===== src/rtl/hpp_map.vh =====
// hpp_map.vh: address map, field positions, reset values and serial framing constants for the host port.
// assumes it is included by bare name from the host port design files.
`ifndef HPP_MAP_VH
`define HPP_MAP_VH

// word addresses (host byte address / 2) of the port's own registers
`define HPP_CTRL_WORD       10'h3FE
`define HPP_STAT_WORD       10'h3FF

// control register fields
`define HPP_CTRL_IDLE_BIT   0
`define HPP_CTRL_MASK_MSB   15
`define HPP_CTRL_MASK_LSB   8
`define HPP_CTRL_WMASK      16'hFF01
`define HPP_CTRL_RST        16'h0000

// status register: latched events in the low byte
`define HPP_STAT_RST        8'h00

// serial framing
`define HPP_HDR_LAST        4'hF
`define HPP_DATA_LAST       4'h7

// serial clock ceiling the host must respect, and the core rate
`define HPP_CORE_HZ         25000000
`define HPP_SERIAL_MAX_HZ   10000000

// reset value of the synchronised control pins (cs, rd, wr, ale high)
`define HPP_CTL_SYNC_RST    11'h780
`endif


===== src/rtl/hpp_host_port.v =====
// hpp_host_port.v: host access port, parallel byte bus or four-wire serial slave, onto 16-bit core registers.
// assumes all host pins are asynchronous to core_clk and strobes last several core_clk periods.
//
// The implementer's own choices: strobed register access and the register addresses.
`timescale 1ns/1ps
`include "hpp_map.vh"
module hpp_host_port (
  // clock and reset
  input  wire        core_clk,
  input  wire        rst_n,
  // parallel host bus
  input  wire        host_cs_n,
  input  wire        host_rd_n,
  input  wire        host_wr_n,
  input  wire        host_ale,
  input  wire        bus_style,
  input  wire [10:0] host_addr_bus,
  input  wire [7:0]  host_byte_bus_in,
  output reg  [7:0]  host_byte_bus_out,
  output reg         host_byte_bus_oe,
  // serial host port
  input  wire        serial_sel,
  input  wire        serial_clk,
  input  wire        serial_mosi,
  input  wire        serial_idle_level,
  input  wire        serial_sample_phase,
  input  wire        serial_lsb_first,
  output reg         serial_miso,
  output reg         serial_miso_oe,
  // open-drain interrupt
  output reg         irq_n_out,
  output reg         irq_n_oe,
  // core register side
  output reg  [9:0]  reg_addr,
  output reg  [15:0] reg_wdata,
  output reg         reg_wr,
  output reg         reg_rd,
  input  wire [15:0] reg_rdata,
  input  wire [7:0]  status_evt
);

  localparam ST_HDR  = 2'd0;
  localparam ST_DATA = 2'd1;
  localparam ST_DONE = 2'd2;

  // synchronised pins
  wire [10:0] ctl_s;
  wire [18:0] bus_s;

  hpp_sync #(.W(11), .RST_VAL(`HPP_CTL_SYNC_RST)) u_sync_ctl (
    .core_clk (core_clk),
    .rst_n    (rst_n),
    .d        ({host_cs_n, host_rd_n, host_wr_n, host_ale, bus_style, serial_sel, serial_clk,
                serial_mosi, serial_idle_level, serial_sample_phase, serial_lsb_first}),
    .q        (ctl_s)
  );

  hpp_sync #(.W(19), .RST_VAL(19'h00000)) u_sync_bus (
    .core_clk (core_clk),
    .rst_n    (rst_n),
    .d        ({host_addr_bus, host_byte_bus_in}),
    .q        (bus_s)
  );

  wire        cs_s    = ctl_s[10];
  wire        rd_s    = ctl_s[9];
  wire        wr_s    = ctl_s[8];
  wire        ale_s   = ctl_s[7];
  wire        style_s = ctl_s[6];
  wire        sel_s   = ctl_s[5];
  wire        sclk_s  = ctl_s[4];
  wire        mosi_s  = ctl_s[3];
  wire        cpol_s  = ctl_s[2];
  wire        cpha_s  = ctl_s[1];
  wire        lsbf_s  = ctl_s[0];
  wire [10:0] addr_s  = bus_s[18:8];
  wire [7:0]  data_s  = bus_s[7:0];

  // in data strobe style the read pin carries latch_pulse_n and the write pin the direction
  wire        latch_pulse_n = rd_s;

  // previous samples for edge detection
  reg rd_q;
  reg wr_q;
  reg ale_q;
  reg sclk_q;

  always @(posedge core_clk or negedge rst_n) begin
    if (!rst_n) begin
      rd_q   <= 1'b1;
      wr_q   <= 1'b1;
      ale_q  <= 1'b1;
      sclk_q <= 1'b0;
    end else begin
      rd_q   <= rd_s;
      wr_q   <= wr_s;
      ale_q  <= ale_s;
      sclk_q <= sclk_s;
    end
  end

  function [7:0] rev8;
    input [7:0] v;
    integer i;
    begin
      for (i = 0; i < 8; i = i + 1)
        rev8[i] = v[7-i];
    end
  endfunction

  function [13:0] rev14;
    input [13:0] v;
    integer i;
    begin
      for (i = 0; i < 14; i = i + 1)
        rev14[i] = v[13-i];
    end
  endfunction

  // parallel bus decode
  wire par_en   = ~sel_s & ~cs_s;
  wire rd_fall  = rd_q & ~rd_s;
  wire rd_rise  = ~rd_q & rd_s;
  wire wr_rise  = ~wr_q & wr_s;
  wire ale_fall = ale_q & ~ale_s;

  // writes take data at the trailing strobe edge, when the host data is surely settled
  wire p_rd_go = par_en & (style_s ? (~latch_pulse_n & latch_pulse_n == 1'b0 & rd_fall & wr_s)
                                   : rd_fall);
  wire p_wr_go = par_en & (style_s ? (rd_rise & ~wr_s)
                                   : wr_rise);

  reg [10:0] addr_lat;

  always @(posedge core_clk or negedge rst_n) begin
    if (!rst_n)
      addr_lat <= 11'h000;
    else if (ale_fall)
      addr_lat <= addr_s;
  end

  // a board with ale tied high uses the live address; a low ale holds the captured one
  wire [10:0] p_addr = ale_s ? addr_s : addr_lat;

  // serial engine state
  reg [1:0]  s_state;
  reg [3:0]  s_cnt;
  reg [15:0] s_shift;
  reg        s_rw;
  reg        s_burst;
  reg [10:0] s_addr;
  reg [10:0] s_req_addr;
  reg [7:0]  s_wbyte;
  reg        s_rd_req;
  reg        s_wr_req;
  reg [7:0]  s_tx;

  wire s_act      = sel_s & ~cs_s;
  wire samp_rise  = (cpol_s == cpha_s);
  wire sclk_rise  = ~sclk_q & sclk_s;
  wire sclk_fall  = sclk_q & ~sclk_s;
  wire s_samp     = s_act & (samp_rise ? sclk_rise : sclk_fall);
  wire s_launch   = s_act & (samp_rise ? sclk_fall : sclk_rise);
  wire [15:0] hdr = {s_shift[14:0], mosi_s};
  wire [13:0] hdr_field = lsbf_s ? rev14(hdr[14:1]) : hdr[14:1];
  wire [7:0]  rx_byte   = lsbf_s ? rev8(hdr[7:0]) : hdr[7:0];

  // shared byte access engine
  wire        acc_rd    = p_rd_go | s_rd_req;
  wire        acc_wr    = p_wr_go | s_wr_req;
  wire [10:0] acc_addr  = sel_s ? s_req_addr : p_addr;
  wire [7:0]  acc_wdata = sel_s ? s_wbyte : data_s;
  wire [9:0]  acc_word  = acc_addr[10:1];
  wire        is_ctrl   = (acc_word == `HPP_CTRL_WORD);
  wire        is_stat   = (acc_word == `HPP_STAT_WORD);

  reg [15:0] ctrl;
  reg [7:0]  status;
  reg [7:0]  wlat;
  reg        rd_issue;
  reg        rd_pend;
  reg        rd_hi;
  reg        rd_loc;
  reg [15:0] loc_q;

  wire [7:0]  stat_clr    = (acc_rd & is_stat & ~acc_addr[0]) ? status : 8'h00;
  wire [7:0]  next_status = (status & ~stat_clr) | status_evt;
  wire [15:0] rd_src      = rd_loc ? loc_q : reg_rdata;
  wire [7:0]  rd_byte     = rd_hi ? rd_src[15:8] : rd_src[7:0];
  wire        pending     = |(status & ctrl[`HPP_CTRL_MASK_MSB:`HPP_CTRL_MASK_LSB]);

  always @(posedge core_clk or negedge rst_n) begin
    if (!rst_n) begin
      ctrl      <= `HPP_CTRL_RST;
      status    <= `HPP_STAT_RST;
      wlat      <= 8'h00;
      rd_issue  <= 1'b0;
      rd_pend   <= 1'b0;
      rd_hi     <= 1'b0;
      rd_loc    <= 1'b0;
      loc_q     <= 16'h0000;
      reg_addr  <= 10'h000;
      reg_wdata <= 16'h0000;
      reg_wr    <= 1'b0;
      reg_rd    <= 1'b0;
    end else begin
      status  <= next_status;
      reg_wr  <= 1'b0;
      reg_rd  <= 1'b0;
      rd_issue <= acc_rd;
      rd_pend  <= rd_issue;                                             // core data stands only after reg_rd
      if (acc_rd) begin
        reg_addr <= acc_word;
        reg_rd   <= ~(is_ctrl | is_stat);
        rd_hi    <= acc_addr[0];
        rd_loc   <= is_ctrl | is_stat;
        loc_q    <= is_ctrl ? ctrl : {8'h00, status};
      end else if (acc_wr) begin
        // low byte waits in a latch; the high byte commits the whole word
        if (!acc_addr[0]) begin
          wlat <= acc_wdata;
        end else if (is_ctrl) begin
          ctrl <= {acc_wdata, wlat} & `HPP_CTRL_WMASK;
        end else if (!is_stat) begin
          reg_addr  <= acc_word;
          reg_wdata <= {acc_wdata, wlat};
          reg_wr    <= 1'b1;
        end
      end
    end
  end

  // interrupt pin: low while pending, idle level by irq_idle_drive
  wire irq_idle_drive = ctrl[`HPP_CTRL_IDLE_BIT];

  always @(posedge core_clk or negedge rst_n) begin
    if (!rst_n) begin
      irq_n_out <= 1'b1;
      irq_n_oe  <= 1'b0;
    end else begin
      irq_n_out <= ~pending;
      irq_n_oe  <= pending | irq_idle_drive;
    end
  end

  // parallel read data: held on the bus until the strobe or select goes away
  always @(posedge core_clk or negedge rst_n) begin
    if (!rst_n) begin
      host_byte_bus_out <= 8'h00;
      host_byte_bus_oe  <= 1'b0;
    end else if (!par_en || rd_s) begin
      host_byte_bus_oe <= 1'b0;
    end else if (rd_pend) begin
      host_byte_bus_out <= rd_byte;
      host_byte_bus_oe  <= 1'b1;
    end
  end

  // serial slave: 16 header bits, then data bytes
  always @(posedge core_clk or negedge rst_n) begin
    if (!rst_n) begin
      s_state    <= ST_HDR;
      s_cnt      <= 4'h0;
      s_shift    <= 16'h0000;
      s_rw       <= 1'b0;
      s_burst    <= 1'b0;
      s_addr     <= 11'h000;
      s_req_addr <= 11'h000;
      s_wbyte    <= 8'h00;
      s_rd_req   <= 1'b0;
      s_wr_req   <= 1'b0;
    end else begin
      s_rd_req <= 1'b0;
      s_wr_req <= 1'b0;
      if (!s_act) begin
        s_state <= ST_HDR;
        s_cnt   <= 4'h0;
      end else if (s_samp) begin
        s_shift <= hdr;
        case (s_state)
          ST_HDR: begin
            s_cnt <= s_cnt + 4'h1;
            if (s_cnt == `HPP_HDR_LAST) begin
              s_rw       <= hdr[15];
              s_burst    <= hdr[0];
              s_addr     <= hdr_field[10:0];
              s_req_addr <= hdr_field[10:0];
              s_rd_req   <= hdr[15];
              s_cnt      <= 4'h0;
              s_state    <= ST_DATA;
            end
          end
          ST_DATA: begin
            s_cnt <= s_cnt + 4'h1;
            if (s_cnt == `HPP_DATA_LAST) begin
              s_cnt <= 4'h0;
              if (!s_rw) begin
                s_wr_req   <= 1'b1;
                s_wbyte    <= rx_byte;
                s_req_addr <= s_addr;
              end
              if (s_burst) begin
                s_addr <= s_addr + 11'h001;
                if (s_rw) begin
                  s_rd_req   <= 1'b1;
                  s_req_addr <= s_addr + 11'h001;
                end
              end else begin
                s_state <= ST_DONE;
              end
            end
          end
          ST_DONE: begin
            s_cnt <= 4'h0;
          end
          default: begin
            s_state <= ST_HDR;
          end
        endcase
      end
    end
  end

  // serial output: full duplex, one bit out per launch edge while in a data byte
  always @(posedge core_clk or negedge rst_n) begin
    if (!rst_n) begin
      s_tx           <= 8'h00;
      serial_miso    <= 1'b0;
      serial_miso_oe <= 1'b0;
    end else begin
      serial_miso_oe <= s_act;
      if (!s_act) begin
        s_tx        <= 8'h00;
        serial_miso <= 1'b0;
      end else if (rd_pend) begin
        s_tx <= lsbf_s ? rev8(rd_byte) : rd_byte;
      end else if (s_launch && s_state == ST_DATA) begin
        serial_miso <= s_tx[7];
        s_tx        <= {s_tx[6:0], 1'b0};
      end
    end
  end

endmodule // hpp_host_port


===== src/rtl/hpp_sync.v =====
// hpp_sync.v: two-flop synchroniser for a group of pins from outside the core_clk domain.
// assumes the group is sampled only through q; the first stage feeds nothing else.
`timescale 1ns/1ps
module hpp_sync #(
  parameter W = 1,
  parameter [W-1:0] RST_VAL = {W{1'b0}}
) (
  // clock and reset
  input  wire         core_clk,
  input  wire         rst_n,
  // pins in, synchronised out
  input  wire [W-1:0] d,
  output reg  [W-1:0] q
);

  reg [W-1:0] meta;

  always @(posedge core_clk or negedge rst_n) begin
    if (!rst_n) begin
      meta <= RST_VAL;
      q    <= RST_VAL;
    end else begin
      meta <= d;
      q    <= meta;
    end
  end

endmodule // hpp_sync


===== config.mk =====
export PLATFORM = sky130hd
export DESIGN_NAME = hpp_host_port
export DESIGN_NICKNAME = d
export VERILOG_FILES = /design/src/rtl/hpp_host_port.v /design/src/rtl/hpp_sync.v
export VERILOG_INCLUDE_DIRS = /design/src /design/src/rtl
export SDC_FILE = /design/constraint.sdc
export NUM_CORES = 1
export LEC_CHECK = 0
export ABC_CLOCK_PERIOD_IN_PS = 2800
export BUFFER_PORTS_ARGS = -buffer_cell sky130_fd_sc_hd__buf_2
export CAP_MARGIN = 10
export CELL_PAD_IN_SITES_DETAIL_PLACEMENT = 0
export CELL_PAD_IN_SITES_GLOBAL_PLACEMENT = 1
export CORE_UTILIZATION = 30
export DETAILED_ROUTE_END_ITERATION = 10
export MAX_ROUTING_LAYER = met4
export PLACE_DENSITY_LB_ADDON = 0.08
export RECOVER_POWER = 50
export SLEW_MARGIN = 20
export SYNTH_ARGS = -nofsm -noshare
export SYNTH_HDL_FRONTEND = slang
export SYNTH_SLANG_ARGS = --single-unit
export TNS_END_PERCENT = 5

===== constraint.sdc =====
create_clock -name core_clk -period 2.8 [get_ports core_clk]
set_clock_uncertainty 0.05 [all_clocks]
set_input_delay 0.42 -clock core_clk [delete_from_list [all_inputs] [get_ports core_clk]]
set_output_delay 0.42 -clock core_clk [all_outputs]
set_load 0.01 [all_outputs]

==> results by group <==
Outcome
  • Outcome: finished, violations left
  • Failing checks: capacitance limit, slew limit

Finish
  • Proportion of layout cells with a drive suffix above 1: between 20% and 30%
  • Area grow syn2layout: 25.2%
  • Final net count: 1001

Route
  • DRT iter0 DRCs: about 310
  • Drt drc: 0
  • WL final: 24500 um
  • Final antenna-violating net count: 0
  • Wire per inst: roughly 18 um
  • Drt pass-1 iters: 4
  • Via Count: 6567
  • Vias per cell: around 4.8

Power
  • Clock power share: 47.1%
  • Internal power: 6.34 mW
  • Net switching power: 1.95 mW
  • Sw Ratio: 23.5%
  • P_leak: around 5.5 nW
  • Total chip power: around 8.3 mW
  • PwrDens: 697 mW/mm^2
  • Comb power frac: under 10%
  • Peak VDD IR: 0.426 mV
  • Seq pwr share: 44.0%

Logic synthesis
  • Synthesis-stage register bit count: 224
  • Number of flops mapped to enable cells by yosys: 0
  • Synth async-reset ratio: 100%
  • Synth Flop Type: dfrtp_1
  • Cells after Synth: 793
  • Post-synthesis cell area: 0.00951 sq mm
  • Mapped Avg Cell Area: about 12 sq um
  • Register area share after synthesis: 59.1%
  • Syn_nets: 855
  • Post-synth cell types: 57
  • Yosys warns: 0

Clock network
  • Clock Sinks: 224
  • CTS tree: done
  • Post-CTS Setup Inserts: 0
  • Clk_lat worst skew: approximately 0.54 ns
  • Num CTS Buffers: 28
  • H-tree Lvls: 1
  • CTS Buffer Depth: 3
  • Clk slew on worst S/H paths: 0.06 ns
  • CTS root buffer: clkbuf_16

Global routing
  • Tot GR Track Use: between 10% and 20%
  • Largest net degree at the start of global routing: 84
  • First-pass GRT wire length: 39400 um
  • Grt ovf: 0
  • Vias in the first global route: 6790
  • Initial antenna violation count: 1

Setup path
  • Slowest CP cell: dfstp_2
  • CP Launch Type: register
  • Max incr delay on CP: around 0.7 ns
  • Reg2reg start: u_sync_ctl.q[7]
  • CP dominant cell by count: mux2_2
  • WP data required: between 3 and 4 ns
  • Reg-to-Reg End: reg_wdata[3]
  • Buf/Inv on CP: 1
  • FF-to-FF setup slack: 0.24 ns
  • CP endpoint kind: register
  • Worst-path cell chain: mux2_2 > mux2i_1 > nor4_2 > nand2_1 > nand2b_1 > buf_12 > mux2_2
  • Crit path max-delay family: simple AND/OR/NAND/NOR gates
  • Crit path max fanout: 17
  • Worst EP arrival: 2.92 ns
  • Critical setup path kind: register to register
  • Reg2Reg Depth: 7

Hold path
  • HP Class: primary input to register
  • Worst Hold Endpoint: status[3]
  • Hold Crit Depth: 2
  • Hold path startpoint: status_evt[3]

Run
  • Max Cap Viol: 1

STA
  • RSZ-0062 raised after global routing: false
  • Worst-Margin Slew: 1.82 ns
  • Max-slew violations: between 80 and 90
  • Setup TNS: 0 ns
  • Fin crit share: 91.3%
  • Final Hold Fails: 0
  • Achievable Freq: between 0.3 and 0.4 GHz
  • Slew headroom: -21.1%
  • Setup violators final: 0
  • Worst Setup Slack, final: ~0.24 ns
  • Post-route minimum period: around 2.6 ns
  • Hold Slack: approximately 0.027 ns

Place
  • RePlAce Congestion: approximately 0.8
  • Place WS: approximately 0.084 ns
  • HPWL Detailed: 17700 um
  • IO Port Bufs: 96

Floorplan
  • # rows: 64
  • Die height: 180 um
  • Die width: 180 um
  • Die area: 0.0324 sq mm
  • Core area: 0.0309 sq mm
  • # IOs: 97
  • Initial Utilization: between 30% and 40%
## worst reg2reg max path, delay by kind of cell (launching register included)
kind | cells | cell delay, ns
buf+inv | 1 | 0.18
flops | 1 | 0.72
mux | 3 | 0.69
simple gates | 3 | 0.80
## synthesized netlist by cell type, types with 4 or more instances
cell type	instances	area share (%)
and2_1	4	0.26
or3_1	5	0.33
and4_1	4	0.37
buf_1	7	0.28
o22ai_1	7	0.46
and3_1	4	0.26
dfrtp_1	212	56
mux2_2	67	7.9
a22oi_1	6	0.47
mux2i_1	51	5.4
a21o_1	13	1.0
nor2b_1	7	0.46
a211oi_1	4	0.32
a31oi_1	5	0.33
ha_1	6	0.79
a21oi_1	40	2.1
dfstp_2	12	3.3
o21ai_0	46	2.4
nand3_1	25	1.3
mux4_2	8	1.9
o31ai_1	9	0.71
nor2_1	37	1.5
nand2_1	72	2.8
o21a_1	8	0.63
nand2b_1	12	0.79
a221oi_1	11	1.0
inv_1	34	1.3
clkbuf_1	25	0.99
## metrics by stage
stage / area [sq um] / util (%) / instances
6_report: 11900 / 38.5 / 1358
5_1_grt: 11900 / 38.5 / 1358
4_1_cts: 11900 / 38.6 / 1357
3_5_place_dp: 10600 / 34.1 / 1271
3_3_place_gp: 10600 / 34.1 / 1271
2_1_floorplan: 9510 / - / 793
## sequential cells by signal, summed over array words and instances (netlist names), 2 cells and up
| register | cells |
|---|---|
| u_sync_bus.q | 19 |
| host_byte_bus_out | 8 |
| reg_addr | 10 |
| s_tx | 8 |
| u_sync_ctl.meta | 11 |
| s_cnt | 4 |
| loc_q | 16 |
| wlat | 8 |
| s_addr | 11 |
| s_req_addr | 11 |
| s_wbyte | 8 |
| status | 8 |
| s_shift | 15 |
| u_sync_ctl.q | 11 |
| s_state | 2 |
| addr_lat | 11 |
| reg_wdata | 16 |
| ctrl | 9 |
| u_sync_bus.meta | 19 |
## power groups by stage
| stage | clock network [mW] | registers, mW | logic (mW) |
|---|---|---|---|
| global route | 4.17 | 3.69 | 0.819 |
| CTS | 4.02 | 3.66 | 0.762 |
| detailed placement | 0 | 3.71 | 0.717 |
| finish | 3.90 | 3.65 | 0.735 |
| floorplan | 0 | 3.68 | 0.381 |
| global placement | 0 | 3.70 | 0.712 |
## repair_timing
item	in CTS	in global routing
endpoints found under the setup margin	0	8
hold buffers	34	0
resized for setup	0	2
hold endpoints to repair	111	0
## cells by family (layout without fill, tap and decap cells)
group                    after synthesis  after routing  share of synthesized area [%]
multiplexers                         130            130                           15.8
buffers and inverters                 75            243                           3.35
AND/OR/NAND/NOR                      188            188                           9.47
flip-flops                           224            224                           59.1
AO/OA/AOI/OAI                        168            168                           11.3
adder cells (fa/ha/maj)                6              6                          0.789
other                                  0              1                              0
XOR/XNOR                               2              2                          0.184
## routing by layer
metal | GRT usage, % | wire (um) | vias up | share of wire [%]
met3 | 2.51 | 998 | 38 | 4.1
met5 | - | 0 | - | 0
met1 | 21.8 | 11700 | 3264 | 48
li1 | - | - | 3110 | -
met2 | 24.2 | 11200 | 155 | 46
met4 | 4.17 | 614 | 0 | 2.5
## placed cells by master, fill, tap and decap left out, types with 4 or more instances in the layout
master and n:
clkbuf_1 6, dfstp_2 10, or3_1 5, a21o_1 13
dlygate4sd3_1 34, a31oi_1 4, o21ai_0 46, a221oi_1 11
clkbuf_8 6, mux2i_1 51, inv_1 34, o31ai_1 9
a21oi_1 40, o21a_1 8, and2_1 4, clkbuf_16 29
mux4_2 8, nand2b_1 12, clkinv_2 5, buf_2 92
o22ai_1 7, and3_1 4, nor2_1 37, nor2b_1 7
ha_1 6, and4_1 4, a211oi_1 4, mux2_2 67
nand2_1 72, bufinv_16 5, buf_4 23, a22oi_1 6
nand3_1 25, dfrtp_1 212
## area by class of cell
cell class,instances,area [sq um]
Fill cell,3034,19000
Sequential cell,224,5620
Multi-Input combinational cell,494,3590
Timing Repair Buffer,157,1040
Clock buffer,37,816
Tap cell,396,495
Clock inverter,15,215
Inverter,34,128
Antenna cell,1,2.50
## how the worst max path moves through the flow
stage | from | slack, ns | to | depth (start not counted)
after floorplan | u_sync_ctl.q[7] | 0.51 | reg_wdata[7] | 9
after global routing | u_sync_ctl.q[5] | 0.02 | wlat[4] | 4
after detailed placement | u_sync_ctl.q[7] | 0.08 | reg_wdata[3] | 7
after global placement | u_sync_ctl.q[7] | 0.14 | reg_wdata[5] | 7
after CTS | u_sync_ctl.q[7] | 0.06 | reg_wdata[7] | 7
final | u_sync_ctl.q[7] | 0.24 | reg_wdata[3] | 7
Note: power is estimated with default switching activity, not from simulation.
